<file path="config.mk">
export PLATFORM = sky130hd
export DESIGN_NAME = backplane_phy_seq_fec_an_csr
export DESIGN_NICKNAME = d
export VERILOG_FILES = /design/src/rtl/backplane_phy_seq_fec_an_csr.v
export VERILOG_INCLUDE_DIRS = /design/src /design/src/rtl
export SDC_FILE = /design/constraint.sdc
export NUM_CORES = 1
export LEC_CHECK = 0
export ABC_CLOCK_PERIOD_IN_PS = 4500
export BUFFER_PORTS_ARGS = -buffer_cell sky130_fd_sc_hd__buf_2
export CORE_ASPECT_RATIO = 1.75
export CORE_MARGIN = 2
export CORE_UTILIZATION = 50
export CTS_CLUSTER_DIAMETER = 120
export DETAILED_ROUTE_END_ITERATION = 16
export MAX_ROUTING_LAYER = met4
export PLACE_DENSITY = 0.72
export SETUP_SLACK_MARGIN = 0.5
export SLEW_MARGIN = 40
export SYNTH_ARGS = -nofsm -noshare
export SYNTH_HDL_FRONTEND = slang
export SYNTH_SLANG_ARGS = --single-unit
</file>
<file path="constraint.sdc">
create_clock -name i_sys_clk -period 4.5 [get_ports i_sys_clk]
set_clock_uncertainty 0.2 [all_clocks]
set_input_delay 0.45 -clock i_sys_clk [delete_from_list [all_inputs] [get_ports i_sys_clk]]
set_output_delay 0.45 -clock i_sys_clk [all_outputs]
set_load 0.02 [all_outputs]
</file>
<file path="src/rtl/kr_csr_defs.vh">
`ifndef KR_CSR_DEFS_VH
`define KR_CSR_DEFS_VH
// Word addresses
`define ADDR_SEQ_CTRL      8'hb0
`define ADDR_SEQ_STAT      8'hb1
`define ADDR_FEC_INJ       8'hb2
`define ADDR_FEC_CORR      8'hb3
`define ADDR_FEC_UNCORR    8'hb4
`define ADDR_NEG_CTRL      8'hc0
`define ADDR_NEG_CMD       8'hc1
`define ADDR_NEG_STAT      8'hc2
// Sequencer control fields
`define SEQ_RESTART_BIT    0
`define FEC_ABILITY_BIT    16
`define FEC_ERRIND_BIT     17
`define FEC_REQUEST_BIT    18
// Sequencer status fields
`define LINK_READY_BIT     0
`define NEG_TIMEOUT_BIT    1
`define TRN_TIMEOUT_BIT    2
`define MODE_LSB           8
`define MODE_MSB           13
`define CAP_FEC_BIT        16
`define CAP_ERRIND_BIT     17
// Error injection fields
`define TRANS_EN_BIT       0
`define BURST_EN_BIT       1
`define BURST_LEN_LSB      2
`define BURST_LEN_MSB      5
`define INJECT_BIT         11
// Negotiation control fields
`define NEG_EN_BIT         0
`define USER_BASE_BIT      1
`define USER_NEXT_BIT      2
`define LOCAL_RF_BIT       3
`define FORCE_NONCE_BIT    4
`define OVERRIDE_BIT       5
// Negotiation command fields
`define NEG_RESET_BIT      0
`define TX_RESTART_BIT     4
`define NEXT_READY_BIT     8
// Negotiation status fields
`define PAGE_ARRIVED_BIT   1
`define NEG_DONE_BIT       2
// Reset values and counter limit
`define NEG_CTRL_RESET     6'h01
`define COUNT_MAX          32'hffff_ffff
`endif

</file>
<file path="src/rtl/backplane_phy_seq_fec_an_csr.v">
// Summary of operation
// - Sequencer restart pulses reset, then self-clears
// - Link ready status follows sequencer
// - Negotiation timeout latched until negotiation restarts
// - Training timeout shown as read-only status
// - Six-bit one-hot reconfiguration mode readback
// - FEC capability and error-report capability readback
// - Transcoder and encoder injection enable bits
// - Four-bit error burst length field
// - Inject bit pulses error only while an injection enable bit is set, software clears it
// - Corrected counter saturates, clears on read
// - Uncorrectable counter saturates, clears on read
// - Negotiation enable, resets to one
// - User base page select steers transmitter
// - User next page select steers next pages
// - Local remote fault shown read-only
// - Nonce forcing bit drives transmitter
// - Override enable bit drives its own output, gates no other field
// - Negotiation reset pulses, self-clears
// - TX restart pulses only in negotiation state
// - Next page ready self-clears when page taken
// - Page arrived sticky, clears on read
// - Negotiation done status readback
`timescale 1ns/1ns
`include "kr_csr_defs.vh"
module backplane_phy_seq_fec_an_csr (
    // Clock and reset
    input  wire        i_sys_clk,
    input  wire        i_reset_n,
    // Management port
    input  wire [7:0]  i_mgmt_address,
    input  wire        i_mgmt_read,
    input  wire        i_mgmt_write,
    input  wire [31:0] i_mgmt_writedata,
    output reg  [31:0] o_mgmt_readdata,
    output reg         o_mgmt_readdatavalid,
    // Sequencer
    input  wire        i_seq_link_ready,
    input  wire        i_seq_neg_timeout,
    input  wire        i_seq_neg_restart,
    input  wire        i_seq_trn_timeout,
    input  wire [5:0]  i_seq_mode,
    output reg         o_seq_restart,
    output reg         o_fec_ability,
    output reg         o_fec_error_indicate,
    output reg         o_fec_request_flag,
    // FEC
    input  wire        i_fec_supported,
    input  wire        i_fec_errind_supported,
    input  wire        i_fec_corrected,
    input  wire        i_fec_uncorrectable,
    output reg         o_transcoder_error_enable,
    output reg         o_encoder_burst_enable,
    output reg  [3:0]  o_error_burst_length,
    output reg         o_error_inject_pulse,
    // Negotiation
    input  wire        i_neg_tx_in_an_state,
    input  wire        i_neg_local_fault,
    input  wire        i_neg_page_arrived,
    input  wire        i_neg_done,
    input  wire        i_next_page_taken,
    output reg         o_neg_enable,
    output reg         o_user_base_page_select,
    output reg         o_user_next_page_select,
    output reg         o_force_nonce,
    output reg         o_negotiation_override_enable,
    output reg         o_negotiation_reset,
    output reg         o_negotiation_tx_restart,
    output reg         o_next_page_ready
);

////////////////////////////////////////////////////////////////////////////////
// Input synchronisers
wire [13:0] async_in = {i_seq_link_ready,
                        i_seq_neg_timeout,
                        i_seq_neg_restart,
                        i_seq_trn_timeout,
                        i_seq_mode,
                        i_neg_tx_in_an_state,
                        i_neg_local_fault,
                        i_neg_done,
                        i_fec_supported};
wire [13:0] status_s;

sync_2ff #(
    .WIDTH (14)
) u_sync_status (
    .i_sys_clk (i_sys_clk),
    .i_reset_n (i_reset_n),
    .i_async   (async_in),
    .o_sync    (status_s)
);

wire       link_ready_s = status_s[13];
wire       neg_tmo_s    = status_s[12];
wire       neg_rst_s    = status_s[11];
wire       trn_tmo_s    = status_s[10];
wire [5:0] mode_s       = status_s[9:4];
wire       in_an_s      = status_s[3];
wire       local_rf_s   = status_s[2];
wire       neg_done_s   = status_s[1];
wire       fec_sup_s    = status_s[0];

////////////////////////////////////////////////////////////////////////////////
// Event and capability synchronisers
wire [1:0] events_s;
wire [1:0] aux_s;
reg  [1:0] ev3_q;

sync_2ff #(
    .WIDTH (2)
) u_sync_events (
    .i_sys_clk (i_sys_clk),
    .i_reset_n (i_reset_n),
    .i_async   ({i_fec_corrected, i_fec_uncorrectable}),
    .o_sync    (events_s)
);

sync_2ff #(
    .WIDTH (2)
) u_sync_aux (
    .i_sys_clk (i_sys_clk),
    .i_reset_n (i_reset_n),
    .i_async   ({i_neg_page_arrived, i_fec_errind_supported}),
    .o_sync    (aux_s)
);

// Previous event levels for edge detection
always @(posedge i_sys_clk or negedge i_reset_n) begin
    if (!i_reset_n) begin
        ev3_q <= 2'h0;
    end else begin
        ev3_q <= events_s;
    end
end

wire       corr_ev      = events_s[1] & ~ev3_q[1];
wire       uncorr_ev    = events_s[0] & ~ev3_q[0];
wire       page_lvl_s   = aux_s[1];
wire       errind_sup_s = aux_s[0];
reg        page_prev_q;
wire       page_ev      = page_lvl_s & ~page_prev_q;

////////////////////////////////////////////////////////////////////////////////
// Decode
wire wr_seq_ctrl = i_mgmt_write && (i_mgmt_address == `ADDR_SEQ_CTRL);
wire wr_fec_inj  = i_mgmt_write && (i_mgmt_address == `ADDR_FEC_INJ);
wire wr_neg_ctrl = i_mgmt_write && (i_mgmt_address == `ADDR_NEG_CTRL);
wire wr_neg_cmd  = i_mgmt_write && (i_mgmt_address == `ADDR_NEG_CMD);
wire rd_corr     = i_mgmt_read && (i_mgmt_address == `ADDR_FEC_CORR);
wire rd_uncorr   = i_mgmt_read && (i_mgmt_address == `ADDR_FEC_UNCORR);
wire rd_neg_stat = i_mgmt_read && (i_mgmt_address == `ADDR_NEG_STAT);

////////////////////////////////////////////////////////////////////////////////
// Sequencer control register
reg        neg_tmo_q;
reg        page_arrived_q;
reg        inject_q;

always @(posedge i_sys_clk or negedge i_reset_n) begin
    if (!i_reset_n) begin
        o_seq_restart        <= 1'b0;
        o_fec_ability        <= 1'b0;
        o_fec_error_indicate <= 1'b0;
        o_fec_request_flag   <= 1'b0;
    end else begin
        o_seq_restart <= wr_seq_ctrl & i_mgmt_writedata[`SEQ_RESTART_BIT];
        if (wr_seq_ctrl) begin
            o_fec_ability        <= i_mgmt_writedata[`FEC_ABILITY_BIT];
            o_fec_error_indicate <= i_mgmt_writedata[`FEC_ERRIND_BIT];
            o_fec_request_flag   <= i_mgmt_writedata[`FEC_REQUEST_BIT];
        end
    end
end

////////////////////////////////////////////////////////////////////////////////
// Error injection register
always @(posedge i_sys_clk or negedge i_reset_n) begin
    if (!i_reset_n) begin
        o_transcoder_error_enable <= 1'b0;
        o_encoder_burst_enable    <= 1'b0;
        o_error_burst_length      <= 4'h0;
        o_error_inject_pulse      <= 1'b0;
        inject_q                  <= 1'b0;
    end else begin
        if (wr_fec_inj) begin
            inject_q <= i_mgmt_writedata[`INJECT_BIT];
        end
        if (wr_fec_inj) begin
            o_transcoder_error_enable <= i_mgmt_writedata[`TRANS_EN_BIT];
            o_encoder_burst_enable    <= i_mgmt_writedata[`BURST_EN_BIT];
            o_error_burst_length      <=
                i_mgmt_writedata[`BURST_LEN_MSB:`BURST_LEN_LSB];
        end
        // Pulse on a write of one while an injection enable is already set, stored bit kept for software to clear
        o_error_inject_pulse <= wr_fec_inj & i_mgmt_writedata[`INJECT_BIT] &
                                (o_transcoder_error_enable | o_encoder_burst_enable);
    end
end

////////////////////////////////////////////////////////////////////////////////
// Negotiation control register
always @(posedge i_sys_clk or negedge i_reset_n) begin
    if (!i_reset_n) begin
        o_neg_enable                  <= 1'b1;
        o_user_base_page_select       <= 1'b0;
        o_user_next_page_select       <= 1'b0;
        o_force_nonce                 <= 1'b0;
        o_negotiation_override_enable <= 1'b0;
    end else begin
        if (wr_neg_ctrl) begin
            o_neg_enable                  <= i_mgmt_writedata[`NEG_EN_BIT];
            o_user_base_page_select       <= i_mgmt_writedata[`USER_BASE_BIT];
            o_user_next_page_select       <= i_mgmt_writedata[`USER_NEXT_BIT];
            o_force_nonce                 <= i_mgmt_writedata[`FORCE_NONCE_BIT];
            o_negotiation_override_enable <= i_mgmt_writedata[`OVERRIDE_BIT];
        end
    end
end

////////////////////////////////////////////////////////////////////////////////
// Negotiation command register
always @(posedge i_sys_clk or negedge i_reset_n) begin
    if (!i_reset_n) begin
        o_negotiation_reset      <= 1'b0;
        o_negotiation_tx_restart <= 1'b0;
        o_next_page_ready        <= 1'b0;
    end else begin
        o_negotiation_reset <= wr_neg_cmd & i_mgmt_writedata[`NEG_RESET_BIT];
        o_negotiation_tx_restart <= wr_neg_cmd & i_mgmt_writedata[`TX_RESTART_BIT] &
                                    in_an_s;
        if (wr_neg_cmd && i_mgmt_writedata[`NEXT_READY_BIT])
            o_next_page_ready <= 1'b1;
        else if (i_next_page_taken || o_negotiation_reset)
            o_next_page_ready <= 1'b0;
    end
end

////////////////////////////////////////////////////////////////////////////////
// Status flags and page edge detect
always @(posedge i_sys_clk or negedge i_reset_n) begin
    if (!i_reset_n) begin
        neg_tmo_q      <= 1'b0;
        page_arrived_q <= 1'b0;
        page_prev_q    <= 1'b0;
    end else begin
        page_prev_q <= page_lvl_s;
        if (neg_tmo_s)
            neg_tmo_q <= 1'b1;
        else if (neg_rst_s)
            neg_tmo_q <= 1'b0;
        if (page_ev)
            page_arrived_q <= 1'b1;
        else if (rd_neg_stat)
            page_arrived_q <= 1'b0;
    end
end

////////////////////////////////////////////////////////////////////////////////
// Block counters
wire [31:0] corr_count;
wire [31:0] uncorr_count;

sat_event_counter u_corr_count (
    .i_sys_clk (i_sys_clk),
    .i_reset_n (i_reset_n),
    .i_event   (corr_ev),
    .i_clear   (rd_corr),
    .o_count   (corr_count)
);

sat_event_counter u_uncorr_count (
    .i_sys_clk (i_sys_clk),
    .i_reset_n (i_reset_n),
    .i_event   (uncorr_ev),
    .i_clear   (rd_uncorr),
    .o_count   (uncorr_count)
);

////////////////////////////////////////////////////////////////////////////////
// Read mux
reg [31:0] rd_d;
always @* begin
    rd_d = 32'h0000_0000;
    case (i_mgmt_address)
        `ADDR_SEQ_CTRL: begin
            rd_d[`FEC_ABILITY_BIT] = o_fec_ability;
            rd_d[`FEC_ERRIND_BIT]  = o_fec_error_indicate;
            rd_d[`FEC_REQUEST_BIT] = o_fec_request_flag;
        end
        `ADDR_SEQ_STAT: begin
            rd_d[`LINK_READY_BIT]          = link_ready_s;
            rd_d[`NEG_TIMEOUT_BIT]         = neg_tmo_q;
            rd_d[`TRN_TIMEOUT_BIT]         = trn_tmo_s;
            rd_d[`MODE_MSB:`MODE_LSB]      = mode_s;
            rd_d[`CAP_FEC_BIT]             = fec_sup_s;
            rd_d[`CAP_ERRIND_BIT]          = errind_sup_s;
        end
        `ADDR_FEC_INJ: begin
            rd_d[`TRANS_EN_BIT]                = o_transcoder_error_enable;
            rd_d[`BURST_EN_BIT]                = o_encoder_burst_enable;
            rd_d[`BURST_LEN_MSB:`BURST_LEN_LSB] = o_error_burst_length;
            rd_d[`INJECT_BIT]                  = inject_q;
        end
        `ADDR_FEC_CORR: begin
            rd_d = corr_count;
        end
        `ADDR_FEC_UNCORR: begin
            rd_d = uncorr_count;
        end
        `ADDR_NEG_CTRL: begin
            rd_d[`NEG_EN_BIT]      = o_neg_enable;
            rd_d[`USER_BASE_BIT]   = o_user_base_page_select;
            rd_d[`USER_NEXT_BIT]   = o_user_next_page_select;
            rd_d[`LOCAL_RF_BIT]    = local_rf_s;
            rd_d[`FORCE_NONCE_BIT] = o_force_nonce;
            rd_d[`OVERRIDE_BIT]    = o_negotiation_override_enable;
        end
        `ADDR_NEG_CMD: begin
            rd_d[`NEXT_READY_BIT] = o_next_page_ready;
        end
        `ADDR_NEG_STAT: begin
            rd_d[`PAGE_ARRIVED_BIT] = page_arrived_q;
            rd_d[`NEG_DONE_BIT]     = neg_done_s;
        end
        default: rd_d = 32'h0000_0000;
    endcase
end

always @(posedge i_sys_clk or negedge i_reset_n) begin
    if (!i_reset_n) begin
        o_mgmt_readdata      <= 32'h0000_0000;
        o_mgmt_readdatavalid <= 1'b0;
    end else begin
        o_mgmt_readdatavalid <= i_mgmt_read;
        if (i_mgmt_read)
            o_mgmt_readdata <= rd_d;
    end
end

endmodule

////////////////////////////////////////////////////////////////////////////////
// Two-stage synchroniser
module sync_2ff #(
    parameter WIDTH = 1
) (
    input  wire             i_sys_clk,
    input  wire             i_reset_n,
    input  wire [WIDTH-1:0] i_async,
    output reg  [WIDTH-1:0] o_sync
);

reg [WIDTH-1:0] meta_q;

always @(posedge i_sys_clk or negedge i_reset_n) begin
    if (!i_reset_n) begin
        meta_q <= {WIDTH{1'b0}};
        o_sync <= {WIDTH{1'b0}};
    end else begin
        meta_q <= i_async;
        o_sync <= meta_q;
    end
end

endmodule

////////////////////////////////////////////////////////////////////////////////
// Saturating event counter, cleared on read
module sat_event_counter (
    input  wire        i_sys_clk,
    input  wire        i_reset_n,
    input  wire        i_event,
    input  wire        i_clear,
    output reg  [31:0] o_count
);

// Event in the clear cycle is kept, never lost
always @(posedge i_sys_clk or negedge i_reset_n) begin
    if (!i_reset_n) begin
        o_count <= 32'h0000_0000;
    end else if (i_clear) begin
        o_count <= {31'h0000_0000, i_event};
    end else if (i_event && o_count != `COUNT_MAX) begin
        o_count <= o_count + 32'h0000_0001;
    end
end

endmodule

</file>
Word level (Yosys, flattened, before mapping)
Index checks and enable logic that the tools add are counted.
Word-level totals
  logic and storage cells: 94
  register bits: 158
  output and inout bits: 52
  input port bits: 63
Cells by class
  bitwise logic cells: 13
  mux-type cells: 22
  eq/ne operators: 10
  reduce and logical (&&, ||, !) cells: 16
  add/sub/neg operators: 2
Operators with widths (number)
  $mux W32: 4
  $add A32 B1 Y32 const B: 2
  $eq A8 B8 Y1 const B: 8
  $ne A32 B32 Y1 const B: 2
  $pmux W13 S2: 1
  $pmux W2 S3: 2
  $pmux W2 S6: 1
  $pmux W3 S4: 1
  $logic_and A1 B1 Y1: 10
  $reduce_bool A2 Y1: 5
  $and A1 B1 Y1: 9
  $pmux W1 S4: 2
  $pmux W2 S2: 2
  $pmux W2 S4: 1
  $mux W1: 6
  $pmux W1 S5: 1
  $not A1 Y1: 3
  $pmux W1 S3: 1
  $logic_or A1 B1 Y1: 1
  $or A1 B1 Y1: 1

Depth between registers and ports, before layout
Gate-level depths: netlist (run 1).
  depth in word-level cells: 5
  depth in mapped cells: 8
  mapped depth without buffers: 6

Cells and area by module
A second synthesis (run 1) with hierarchy kept.
Unflattened totals
  cell total of the unflattened synthesis: 698
  area, all modules: 7404.6 sq um
By module, submodules not included
  sat_event_counter: times used 2, cells an instance 195, area an instance 1747.9 sq um, sequential area each 800.8 sq um
  backplane_phy_seq_fec_an_csr: times used 1, cells an instance 272, area an instance 3007.9 sq um, sequential area each 1452.6 sq um
  sync_2ff (u_sync_status): times used 1, cells an instance 28, area an instance 700.7 sq um, sequential area each 700.7 sq um
  sync_2ff (u_sync_aux ...): times used 2, cells an instance 4, area an instance 100.1 sq um, sequential area each 100.1 sq um

Least setup slack after synthesis (run 1)
OpenSTA, ideal clock, no wires.
  path kind: input to register
  start point: input i_mgmt_address[6]
  end point: register u_uncorr_count.o_count[10]
  library setup time: 132 ps
  stages: 6
  required time: 4168 ps
  setup slack: 2014 ps
  path buffers: 2
  data arrival time: 2154 ps
  cell sequence: nand4b_1 nor4_1 and2_1 clkbuf_1 buf_1 nor2_1
On the way
  longest elaborated chain between the ends: 3
  elaborated cells on any way between the ends: 4
  classes of those cells: eq/ne (1); mux (1); reduce/logical (2)
Ends and longest elaborated chain
  start, declared: RTL line backplane_phy_seq_fec_an_csr.v:31  | input wire [7:0] i_mgmt_address,
  $eq A8 B8 Y1 (*)
  $logic_and A1 B1 Y1 (*): RTL line backplane_phy_seq_fec_an_csr.v:151  | wire rd_uncorr = i_mgmt_read && (i_mgmt_address == `ADDR_FEC_UNCORR);
  $mux W32 / $reduce_bool A2 Y1 (equally long branches)
  end signal, assigned: RTL line backplane_phy_seq_fec_an_csr.v:383  | o_count <= {31'h0000_0000, i_event};
  end signal, assigned: RTL line backplane_phy_seq_fec_an_csr.v:385  | o_count <= o_count + 32'h0000_0001;
  end, declared: RTL line backplane_phy_seq_fec_an_csr.v:375  | output reg [31:0] o_count
Every way passes the cells marked *; elsewhere a longest branch is shown, timed or not.
A chain may end at the register's enable or synchronous reset.

Worst setup path after layout (run 1)
  start point: register u_uncorr_count.o_count[16]
  end point: register u_uncorr_count.o_count[29]
On the way
  longest elaborated chain between the ends: 3
  elaborated cells on any way between the ends: 6
  classes of those cells: add/sub (1); eq/ne (1); mux (2); reduce/logical (2)
Ends and longest elaborated chain
  $add A32 B1 Y32 / $ne A32 B32 Y1 (equally long branches)
  $mux W32 / $logic_and A1 B1 Y1 (equally long branches)
  $mux W32 / $reduce_bool A2 Y1 (equally long branches)
Several ways; a longest one is shown, not always the timed one. The select of a mux whose other input is x is not followed.

==> results of run 1 <==
power groups by stage:
stage	registers, W	clock network, W	logic (W)
global route	0.00187	0.00148	0.000590
CTS	0.00184	0.00143	0.000519
floorplan	0.00180	0	0.000317
global placement	0.00185	0	0.000466
finish	0.00185	0.00142	0.000518
detailed placement	0.00187	0	0.000503
worst register-to-register path: stages, from the launching register on:
cell and delay (ps):
sky130_fd_sc_hd__dfrtp_1 510, sky130_fd_sc_hd__nand4_1 200, sky130_fd_sc_hd__or4_1 690, sky130_fd_sc_hd__o41ai_2 720
sky130_fd_sc_hd__o21ai_0 210, sky130_fd_sc_hd__a21oi_1 180
kinds of logic (layout without fill, tap and decap cells):
| kind of cell | Yosys count | after routing | share of synthesized area (%) |
|---|---|---|---|
| AO/OA/AOI/OAI | 186 | 186 | 16.2 |
| XOR/XNOR | 2 | 2 | 0.244 |
| adder cells (fa/ha/maj) | 2 | 2 | 0.349 |
| buffers and inverters | 46 | 161 | 2.51 |
| flip-flops | 158 | 158 | 55.1 |
| multiplexers | 24 | 24 | 3.68 |
| AND/OR/NAND/NOR | 286 | 286 | 21.9 |
worst min-delay path by stage:
| stage | start | end | slack, ps | cells past startpoint |
|---|---|---|---|---|
| 3_5_place_dp | u_sync_events.meta_q[0] | u_sync_events.o_sync[0] | 130 | 0 |
| 4_1_cts | i_mgmt_writedata[8] | o_next_page_ready | 40 | 2 |
| 6_report | i_mgmt_writedata[8] | o_next_page_ready | 50 | 2 |
| 5_1_grt | i_mgmt_writedata[8] | o_next_page_ready | 50 | 2 |
| 3_3_place_gp | u_sync_status.meta_q[2] | u_sync_status.o_sync[2] | 130 | 0 |
| 2_1_floorplan | i_reset_n | ev3_q[0] | -50 | 0 |
sequential cells by signal, indices dropped and copies added (netlist names), 2 cells and up:
register / cells
ev3_q: 2
o_error_burst_length: 4
o_mgmt_readdata: 32
u_corr_count.o_count: 32
u_sync_aux.meta_q: 2
u_sync_aux.o_sync: 2
u_sync_events.meta_q: 2
u_sync_events.o_sync: 2
u_sync_status.meta_q: 14
u_sync_status.o_sync: 14
u_uncorr_count.o_count: 32
cells in the mapped netlist (19+ instances only):
library cell / n / area (sq um)
sky130_fd_sc_hd__a21oi_1: 75 / 375
sky130_fd_sc_hd__clkbuf_1: 27 / 101
sky130_fd_sc_hd__o21ai_0: 40 / 200
sky130_fd_sc_hd__or3_1: 31 / 194
sky130_fd_sc_hd__dfrtp_1: 157 / 3930
sky130_fd_sc_hd__nor2_1: 50 / 188
sky130_fd_sc_hd__nand4_1: 24 / 150
sky130_fd_sc_hd__and3_1: 19 / 119
sky130_fd_sc_hd__nand3_1: 23 / 115
sky130_fd_sc_hd__a22oi_1: 23 / 173
sky130_fd_sc_hd__nand2_1: 63 / 236
sky130_fd_sc_hd__mux2_2: 19 / 214
stage by stage:
stage	instances	hold slack [ps]	utilization, %
after floorplan	704	-45.6	-
after global placement	948	133	54.8
after detailed placement	948	135	55.1
after CTS	999	41.0	60.5
after global routing	999	45.0	60.6
final	999	53.5	60.6
layer usage:
layer,global-route usage (%),up-vias
li1,-,2849
met1,31.9,3055
met2,46.5,241
met3,3.79,61
met4,11.4,0
met5,-,-
cell type report:
type / instances / area [sq um]
Fill cell: 1216 / 5610
Sequential cell: 158 / 3960
Multi-Input combinational cell: 500 / 3100
Timing Repair Buffer: 120 / 724
Clock buffer: 18 / 429
Tap cell: 180 / 225
Clock inverter: 14 / 145
Inverter: 9 / 33.8
==> parameters.txt, run 1 <==
Parameter                              Value

Outcome
  Status    complete, no violations

Yosys
  Number of warnings printed during yosys synthesis    0
  Number of flops mapped to enable cells by yosys    0
  Cell count after synthesis    between 700 and 800
  Post-synthesis sequential element count    between 150 and 200
  Yosys cell types    53
  Syn Area/Cell    10.2 sq um
  Total nets after synthesis    769
  Post-synthesis sequential area ratio    between 50% and 60%
  Main flop type after synthesis    sky130_fd_sc_hd__dfrtp_1
  Proportion of register bits with asynchronous set or reset after synthesis    100%
  Post-synthesis cell area    between 7000 and 8000 sq um

Power
  Power Internal    between 0.002 and 0.003 W
  Total power divided by cell area    roughly 440 nW/um^2
  Comb power frac    between 10% and 20%
  Power share of the sequential group    just under 50%
  NetSw    0.00121 W
  Total Power Consumption    between 0.003 and 0.004 W
  Switching power as a share of total power    a little under a third
  Part of the power in the clock network    37.4%
  VDD IR max    between 0.0003 and 0.0004 V
  Total leakage power    around 3.7 nW

Critical path
  Crit Path Max Fanout    8
  Reg-to-reg critical path endpoint    u_uncorr_count.o_count[29]
  Cell with the biggest individual delay on the critical path    sky130_fd_sc_hd__o41ai_2
  Path length in cells of the critical path    5
  Beginning of the critical path    u_uncorr_count.o_count[16]
  Register-to-Register Setup Slack    around 1700 ps
  Number of buffers and inverters on the critical path    0
  R2r worst-path depth    5
  Critical Path Source Type    flop
  Timing endpoint of the critical path    u_uncorr_count.o_count[29]
  Startpoint of the lowest-slack register-to-register path    u_uncorr_count.o_count[16]
  Category of cells accounting for the largest share of critical-path delay    compound AO/OA/AOI/OAI gates
  Maximum cell stage delay along the critical path    between 700 and 800 ps
  Element type at the critical path end    flop
  Worst EP required    roughly 4600 ps
  Category of the most critical setup path    reg -> reg
  Endpoint arrival time on the critical path    2940 ps
  Cells along the critical path    nand4_1, or4_1, o41ai_2, o21ai_0, a21oi_1

Floorplanning
  Vertical die dimension    163 microns
  Total number of placement rows    a little under 60
  Number of I/O pins    approximately 120
  Floorplan core area    14200 sq um
  Die boundary width    approximately 95 microns
  Initial core utilization    between 50% and 60%
  Area of the die    ~15000 sq um

Clock tree
  Clock tree root buffer cell    sky130_fd_sc_hd__clkbuf_16
  Clock slew at the register clock pins of the worst setup and hold paths    roughly 70 ps
  Post-cts hold buffer count    19
  Setup bufs post-CTS    0
  TritonCTS clock tree    built
  Number of buffers created by CTS    17
  Number of sinks on the clock net    between 150 and 200
  Later-pin clock latency in the skew report    420 ps
  Clock Tree Buf Depth    2
  Gates resized, CTS repair    0
  H-tree levels    4

Place
  DP Area    ~7800 sq um
  Gp weighted congestion    between 1 and 1.5
  Placement Setup Slack    around 1600 ps
  Hpwl dp    about 14 mm
  Count of input and output buffers    93

Run
  Max-Cap Viols    0

Layout
  Share of layout cells above drive strength 1    approximately a fifth
  Most common cell after layout, fill and taps aside    sky130_fd_sc_hd__dfrtp_1
  Commonest non-fill, non-tap cells in the layout    sky130_fd_sc_hd__dfrtp_1 (157), sky130_fd_sc_hd__buf_2 (92), sky130_fd_sc_hd__a21oi_1 (75)
  Post-layout net count    between 800 and 900
  Antenna cells    0
  Finished layout cell area    8610 sq um
  Area growth from synthesis to final layout    20.0%

GRT
  Vias in the first global route    between 6000 and 7000
  Total congestion overflow after global routing    0
  All-Layer GR Usage    around 27%
  Maximum number of pins on one net before global-route repair    between 90 and 100
  Wire length of the first global-routing pass    between 30 and 40 mm
  Antenna violations before repair    0

Timing
  Worst slew pin tran    a little under 800 ps
  Endpoints failing hold    0
  Unrepaired setup endpoints after global routing    no
  Minimum clock period    2800 ps
  Max Clk Rate    0.357 GHz
  Pins over their slew limit    0
  Final WS setup    1700 ps
  Setup Viol. Count Final    0
  Slew margin rel.    between 40% and 50%
  Final worst path period share    approximately 62%
  Aggregate negative setup slack    0 ps

Drt
  Max layer used    met4
  Routed wl met3    approximately 850 microns
  Routed length on met1    between 7 and 8 mm
  Routed via count    6206
  Detailed Routing Iterations Pass 1    5
  Average routed wire per standard cell    a little under 20 microns
  Detailed-route vias per instance    between 6 and 7
  Detailed-route DRC error count    0
  Wire length on met2    10.5 mm
  Total wire length    just under 20 mm
  Number of design-rule violations left by the first detailed-router iteration    ~540
  Antenna viol nets, final    0

Min path
  Worst hold path class    in -> reg
(Power assumes the default switching activity.)
==> run 2, diff against run 1 <==
--- a/config.mk
+++ b/config.mk
@@ -6,7 +6,8 @@
 export SDC_FILE = /design/constraint.sdc
 export NUM_CORES = 1
 export LEC_CHECK = 0
-export ABC_CLOCK_PERIOD_IN_PS = 4500
+export ABC_AREA = 1
+export ABC_CLOCK_PERIOD_IN_PS = 2700
 export BUFFER_PORTS_ARGS = -buffer_cell sky130_fd_sc_hd__buf_2
 export CORE_ASPECT_RATIO = 1.75
 export CORE_MARGIN = 2
@@ -14,7 +15,7 @@
 export CTS_CLUSTER_DIAMETER = 120
 export DETAILED_ROUTE_END_ITERATION = 16
 export MAX_ROUTING_LAYER = met4
-export PLACE_DENSITY = 0.72
+export PLACE_DENSITY = 0.71
 export SETUP_SLACK_MARGIN = 0.5
 export SLEW_MARGIN = 40
 export SYNTH_ARGS = -nofsm -noshare
==> constraint.sdc (replaced) <==
create_clock -name i_sys_clk -period 2.7 [get_ports i_sys_clk]
set_clock_uncertainty 0.2 [all_clocks]
set_input_delay 0.27 -clock i_sys_clk [delete_from_list [all_inputs] [get_ports i_sys_clk]]
set_output_delay 0.27 -clock i_sys_clk [all_outputs]
set_load 0.02 [all_outputs]
==> parameters.txt, run 2 <==
Parameter                              Value

Yosys
  Number of flops mapped to enable cells by yosys    0
  Number of warnings printed during yosys synthesis    0
  Total nets after synthesis    1119
  Cell count after synthesis    about 1100
  Post-synthesis sequential area ratio    49.1%
  Proportion of register bits with asynchronous set or reset after synthesis    100%
  Syn Area/Cell    between 7 and 8 sq um
  Post-synthesis sequential element count    approximately 160
  Post-synthesis cell area    slightly above 8000 sq um
  Largest cells by area after synthesis    sky130_fd_sc_hd__dfrtp_1 (49%), sky130_fd_sc_hd__nand2_1 (16%), sky130_fd_sc_hd__nand3_1 (8.9%), sky130_fd_sc_hd__nor2_1 (5.9%), sky130_fd_sc_hd__inv_1 (3.6%)
  Area share of the leading cell type in the synthesized netlist    between 40% and 50%
  Leading area contributor after synthesis    sky130_fd_sc_hd__dfrtp_1
  Yosys cell types    36
  Leading cell types by count after synthesis    sky130_fd_sc_hd__nand2_1 (351), sky130_fd_sc_hd__dfrtp_1 (157), sky130_fd_sc_hd__nand3_1 (143)
  Most repeated cell in the gate-level netlist after synthesis    sky130_fd_sc_hd__nand2_1
  Main flop type after synthesis    sky130_fd_sc_hd__dfrtp_1

Layout
  Post-layout net count    1258
  Registers with the most flip-flops    o_mgmt_readdata: 32 flops, u_corr_count.o_count: 32 flops, u_uncorr_count.o_count: 32 flops
  Count of placed standard cells in the final layout, fillers left out    between 1000 and 1500
  Share of layout cells above drive strength 1    between 10% and 20%
  Antenna cells    0
  Number of fill cells    between 1000 and 1500
  Most common cell after layout, fill and taps aside    sky130_fd_sc_hd__nand2_1
  Area growth from synthesis to final layout    21.7%
  Commonest non-fill, non-tap cells in the layout    sky130_fd_sc_hd__nand2_1 (351), sky130_fd_sc_hd__dfrtp_1 (157), sky130_fd_sc_hd__nand3_1 (141)

GRT
  Antenna violations before repair    0
  All-Layer GR Usage    about 29%
  Wire length of the first global-routing pass    approximately 38 mm
  Vias in the first global route    ~7500
  Maximum number of pins on one net before global-route repair    about 70
  Total congestion overflow after global routing    0

Place
  Gp weighted congestion    between 0.9 and 1
  Count of input and output buffers    93
  Hpwl dp    about 17 mm
  Placement Setup Slack    between 300 and 400 ps
  Cell count after placement    approximately 1300

Power
  Switching power as a share of total power    between 20% and 30%
  VDD IR max    around 0.00040 V
  NetSw    between 0.0015 and 0.002 W
  Power Internal    0.00430 W
  Power share of the sequential group    between 40% and 50%
  Comb power frac    just under 10%
  Total power divided by cell area    597 nW/um^2
  Part of the power in the clock network    between 40 and 50%
  Total leakage power    roughly 4.7 nW

Timing
  Worst slew pin tran    around 660 ps
  Setup Viol. Count Final    0
  Aggregate negative setup slack    0 ps
  Slew margin rel.    a little under three fifths
  Pins over their slew limit    0
  Minimum clock period    2050 ps
  Final worst path period share    approximately three quarters
  Final WS setup    between 600 and 700 ps
  Max Clk Rate    0.488 GHz
  Final hold slack    38.2 ps
  Endpoints failing hold    0
  Unrepaired setup endpoints after global routing    no

Drt
  Number of design-rule violations left by the first detailed-router iteration    roughly 640
  Detailed-route DRC error count    0
  Total wire length    about 23 mm
  Antenna viol nets, final    0
  Detailed Routing Iterations Pass 1    5
  Routed via count    around 7600
  Detailed-route vias per instance    between 5 and 6
  Average routed wire per standard cell    about 17 microns

Clock tree
  Later-pin clock latency in the skew report    440 ps
  Number of sinks on the clock net    between 150 and 200
  Clock Tree Buf Depth    2
  H-tree levels    4
  Clock slew at the register clock pins of the worst setup and hold paths    about 60 ps
  TritonCTS clock tree    built
  Number of buffers created by CTS    17
  Clock tree root buffer cell    sky130_fd_sc_hd__clkbuf_16

Critical path
  Cells along the critical path    ha_1, nand2_1, nor2_4, nand2_2, nor2_4, nand3_4, nand2_4, buf_4, nand2_1, a21oi_1
  Category of the most critical setup path    reg -> reg
  Crit Path Max Fanout    8
  Critical Path Source Type    flop
  Cell with the biggest individual delay on the critical path    sky130_fd_sc_hd__dfrtp_1
  Worst EP required    2850 ps
  Maximum cell stage delay along the critical path    roughly 420 ps
  Element type at the critical path end    flop
  Endpoint arrival time on the critical path    between 2000 and 2500 ps

Floorplanning
  Area of the die    17200 sq um
  Die boundary width    99.9 microns
  Total number of placement rows    a little over 60
  Vertical die dimension    about 170 microns
  Number of I/O pins    around 120
  Floorplan core area    around 16000 sq um
  Initial core utilization    51.0%

Min path
  Worst hold path class    in -> reg

Run
  Max-Cap Viols    0

Outcome
  Status    complete, no violations
[run 2: cells by family (layout without fill, tap and decap cells)]
logic type               after synthesis  after routing  synth area share (%)
XOR/XNOR                              24             24                  2.61
AO/OA/AOI/OAI                         93             93                  6.48
adder cells (fa/ha/maj)                2              2                 0.311
AND/OR/NAND/NOR                      661            661                  35.3
flip-flops                           158            158                  49.1
buffers and inverters                116            268                  6.17
[run 2: through the flow]
step	instance area (sq um)	total power, W	util (%)
finish	9800	0.00585	62.0
global route	9800	0.00606	62.0
CTS	9740	0.00586	61.7
detailed placement	8750	0.00322	55.4
global placement	8750	0.00321	55.4
floorplan	8050	0.00298	-
[run 2: cell type report]
class	count	area, sq um	area share (%)
multi-input cells	780	3650	37.3
well taps	189	236	2.41
clock buffers	17	425	4.34
clock inverters	15	209	2.13
repair buffers	151	1000	10.2
flip-flops and latches	158	3960	40.3
inverters	85	319	3.25
[run 2: final timing paths]
kind | end | depth (start not counted) | startpoint | slack, ps
max | u_uncorr_count.o_count[5] | 10 | u_uncorr_count.o_count[0] | 650
min in group asynchronous | u_sync_aux.meta_q[0] | 2 | i_reset_n | 210
min reg2reg | u_sync_status.o_sync[13] | 0 | u_sync_status.meta_q[13] | 150
min | page_arrived_q | 5 | i_mgmt_address[4] | 40
max in group asynchronous | u_corr_count.o_count[30] | 3 | i_reset_n | 1290
max reg2reg | u_uncorr_count.o_count[5] | 10 | u_uncorr_count.o_count[0] | 650
[run 2: repair_timing]
item,CTS,global route
pin swaps,1,2
hold endpoints to repair,98,0
resized for setup,4,5
setup buffers,2,4
endpoints found under the setup margin,40,62
hold buffers,32,0
[run 2: critical path: cells and delay by family (launching register included)]
family	cells	cell delay, ps
AOI/OAI and AO/OA	1	140
buffers and inverters	1	170
DFF	1	420
adders and majority gates	1	210
and+or+nand+nor	7	820
[run 2: routing by layer]
metal  track usage (%)  routed length (microns)  vias to the layer above
met5                 -                        0                        -
met4              17.7                     1390                        0
met3              4.32                     1070                       81
met2              50.4                    11900                      275
met1              31.2                     8720                     3563
li1                  -                        -                     3659
[run 2: power by group through the flow]
stage	combinational [W]	clock [W]	sequential (W)
after floorplan	0.000305	0	0.00268
after global placement	0.000504	0	0.00270
after detailed placement	0.000516	0	0.00271
after CTS	0.000562	0.00263	0.00267
after global routing	0.000647	0.00273	0.00269
final	0.000579	0.00260	0.00267
==> run 3, diff against run 2 <==
--- a/config.mk
+++ b/config.mk
@@ -7,7 +7,7 @@
 export NUM_CORES = 1
 export LEC_CHECK = 0
 export ABC_AREA = 1
-export ABC_CLOCK_PERIOD_IN_PS = 2700
+export ABC_CLOCK_PERIOD_IN_PS = 2100
 export BUFFER_PORTS_ARGS = -buffer_cell sky130_fd_sc_hd__buf_2
 export CORE_ASPECT_RATIO = 1.75
 export CORE_MARGIN = 2
==> constraint.sdc (replaced) <==
create_clock -name i_sys_clk -period 2.1 [get_ports i_sys_clk]
set_clock_uncertainty 0.2 [all_clocks]
set_input_delay 0.21 -clock i_sys_clk [delete_from_list [all_inputs] [get_ports i_sys_clk]]
set_output_delay 0.21 -clock i_sys_clk [all_outputs]
set_load 0.02 [all_outputs]
==> parameters.txt, run 3 (same netlist as run 2, synthesis figures left out) <==
Parameter                              Value

Timing
  Aggregate negative setup slack    0 ps
  Final WS setup    between 100 and 150 ps
  Max Clk Rate    roughly 0.51 GHz
  Endpoints failing hold    0
  Minimum clock period    around 2000 ps
  Setup Viol. Count Final    0
  Slew margin rel.    60.2%
  Final worst path period share    94.2%
  Unrepaired setup endpoints after global routing    yes
  Pins over their slew limit    0
  Worst slew pin tran    597 ps

Layout
  Post-Route Utilization    69.0%
  Registers with the most flip-flops    o_mgmt_readdata: 32 flops, u_corr_count.o_count: 32 flops, u_uncorr_count.o_count: 32 flops
  Area growth from synthesis to final layout    35.5%
  Share of layout cells above drive strength 1    26.1%
  Number of fill cells    about 1200
  Antenna cells    0
  Sequential cell area    3970 sq um
  Multi-input combinational cell area    approximately 4000 sq um
  Post-layout net count    about 1300
  Most common cell after layout, fill and taps aside    sky130_fd_sc_hd__nand2_1
  Commonest non-fill, non-tap cells in the layout    sky130_fd_sc_hd__nand2_1 (341), sky130_fd_sc_hd__dfrtp_1 (144), sky130_fd_sc_hd__nor2_1 (108), sky130_fd_sc_hd__nand3_1 (108), sky130_fd_sc_hd__buf_2 (92)

Critical path
  Beginning of the critical path    u_uncorr_count.o_count[14]
  Critical Path Source Type    flop
  Category of cells accounting for the largest share of critical-path delay    simple AND/OR/NAND/NOR gates
  Register-to-Register Setup Slack    120 ps
  R2r worst-path depth    9
  Element type at the critical path end    flop
  Number of buffers and inverters on the critical path    1
  Worst EP required    between 2000 and 2500 ps
  Category of the most critical setup path    reg -> reg
  Reg-to-reg critical path endpoint    u_uncorr_count.o_count[5]
  Maximum cell stage delay along the critical path    around 440 ps
  Startpoint of the lowest-slack register-to-register path    u_uncorr_count.o_count[14]
  Path length in cells of the critical path    9
  Cells along the critical path    nand2_1, nor2_1, nand2_1, nor2_4, nand3_4, nand2_8, buf_8, nand2_4, a21oi_2
  Cell with the biggest individual delay on the critical path    sky130_fd_sc_hd__dfrtp_1
  Timing endpoint of the critical path    u_uncorr_count.o_count[5]
  Most Frequent Cell on Critical Path    sky130_fd_sc_hd__nand2_1
  Endpoint arrival time on the critical path    around 2100 ps
  Crit Path Max Fanout    8

Run
  Max-Cap Viols    0

Outcome
  Status    complete, no violations

Place
  Count of input and output buffers    93
  Gp weighted congestion    between 0.9 and 1
  Placement Setup Slack    about 73 ps
  Hpwl dp    around 17 mm

Clock tree
  H-tree levels    4
  Later-pin clock latency in the skew report    430 ps
  Clock tree root buffer cell    sky130_fd_sc_hd__clkbuf_16
  Number of buffers created by CTS    17
  Number of sinks on the clock net    about 160
  Clock Tree Buf Depth    2
  Clock slew at the register clock pins of the worst setup and hold paths    roughly 70 ps
  TritonCTS clock tree    built

Drt
  Detailed-route vias per instance    roughly 5.6
  Antenna viol nets, final    0
  Detailed Routing Iterations Pass 1    6
  Detailed-route DRC error count    0
  Number of design-rule violations left by the first detailed-router iteration    between 500 and 600
  Average routed wire per standard cell    around 18 microns
  Routed via count    approximately 8100
  Total wire length    25.9 mm

Min path
  Worst hold path class    in -> reg

Floorplanning
  Initial core utilization    51.0%
  Floorplan core area    between 15000 and 20000 sq um
  Number of I/O pins    roughly 120
  Vertical die dimension    around 170 microns
  Area of the die    around 17000 sq um
  Total number of placement rows    slightly above 60
  Die boundary width    99.9 microns

Power
  Power share of the sequential group    around 43%
  NetSw    0.00209 W
  Comb power frac    between 10% and 20%
  Total leakage power    about 5.2 nW
  Switching power as a share of total power    roughly a quarter
  Part of the power in the clock network    about 44%
  VDD IR max    slightly above 0.0005 V
  Total power divided by cell area    between 700 and 800 nW/um^2
  Total Power Consumption    roughly 0.008 W
  Power Internal    between 0.005 and 0.006 W

GRT
  Vias in the first global route    7943
  Maximum number of pins on one net before global-route repair    between 50 and 60
  All-Layer GR Usage    about a third
  Total congestion overflow after global routing    0
  Wire length of the first global-routing pass    between 40 and 50 mm
  Antenna violations before repair    0
## run 3: cell count changes in the layout (fill, tap and decap cells not counted), sizes merged
cell         previous run  this run
nand2                 359       360
clkinv                  5         1
inv                    89        85
bufinv                  4         5
buf                   119       172
dlygate4sd3            32        33
clkinvlp                2         4
clkbuf                 17        24
## run 3: worst min-delay path by stage
stage | start | to | slack, ps | depth (start not counted)
after CTS | i_mgmt_read | o_mgmt_readdata[0] | 8 | 4
after global routing | i_mgmt_read | o_mgmt_readdata[0] | 40 | 4
after global placement | i_reset_n | o_fec_request_flag | -30 | 1
after floorplan | i_reset_n | ev3_q[0] | -290 | 0
after detailed placement | i_reset_n | o_fec_ability | -20 | 1
final | i_mgmt_read | o_mgmt_readdata[0] | 20 | 4
## run 3: final cells by class
cell class | instances | share of cell area (%)
well taps | 189 | 2.17
flip-flops and latches | 158 | 36.4
multi-input cells | 781 | 37.3
clock inverters | 10 | 1.73
repair buffers | 207 | 15.3
clock buffers | 22 | 4.16
inverters | 85 | 2.97
## run 3: repair_timing
item                                    CTS  global route
endpoints found under the setup margin   64            80
pin swaps                                28            24
gates cloned                              4             2
endpoints found under the hold margin   202             0
setup buffers                            24             7
hold buffers                             33             0
gates resized for setup                  80            56
## run 3: power by group through the flow
stage / combinational, W / clock (W) / sequential [W]
detailed placement: 0.000760 / 0 / 0.00346
finish: 0.00103 / 0.00344 / 0.00344
floorplan: 0.000399 / 0 / 0.00345
CTS: 0.000949 / 0.00346 / 0.00341
global route: 0.00112 / 0.00358 / 0.00345
global placement: 0.000743 / 0 / 0.00345
## run 3: stage by stage
step	cells	area, sq um	hold WS [ps]
4_1_cts	1443	10600	7.65
5_1_grt	1452	10900	37.6
3_3_place_gp	1350	9050	-29.8
2_1_floorplan	1054	8120	-286
3_5_place_dp	1350	9050	-19.1
6_report	1452	10900	15.4
## run 3: worst reg2reg max path: stages, from the launching register on
cell and delay [ps]:
sky130_fd_sc_hd__dfrtp_1 440, sky130_fd_sc_hd__nand2_1 130, sky130_fd_sc_hd__nor2_1 160, sky130_fd_sc_hd__nand2_1 110
sky130_fd_sc_hd__nor2_4 170, sky130_fd_sc_hd__nand3_4 190, sky130_fd_sc_hd__nand2_8 180, sky130_fd_sc_hd__buf_8 150
sky130_fd_sc_hd__nand2_4 50, sky130_fd_sc_hd__a21oi_2 120
## run 3: per-layer routing
metal  wire length (microns)  global-route usage, %
met1                    9490                   33.2
met2                   13700                   56.0
met5                       0                      -
met4                    1400                   17.8
met3                    1310                   4.41
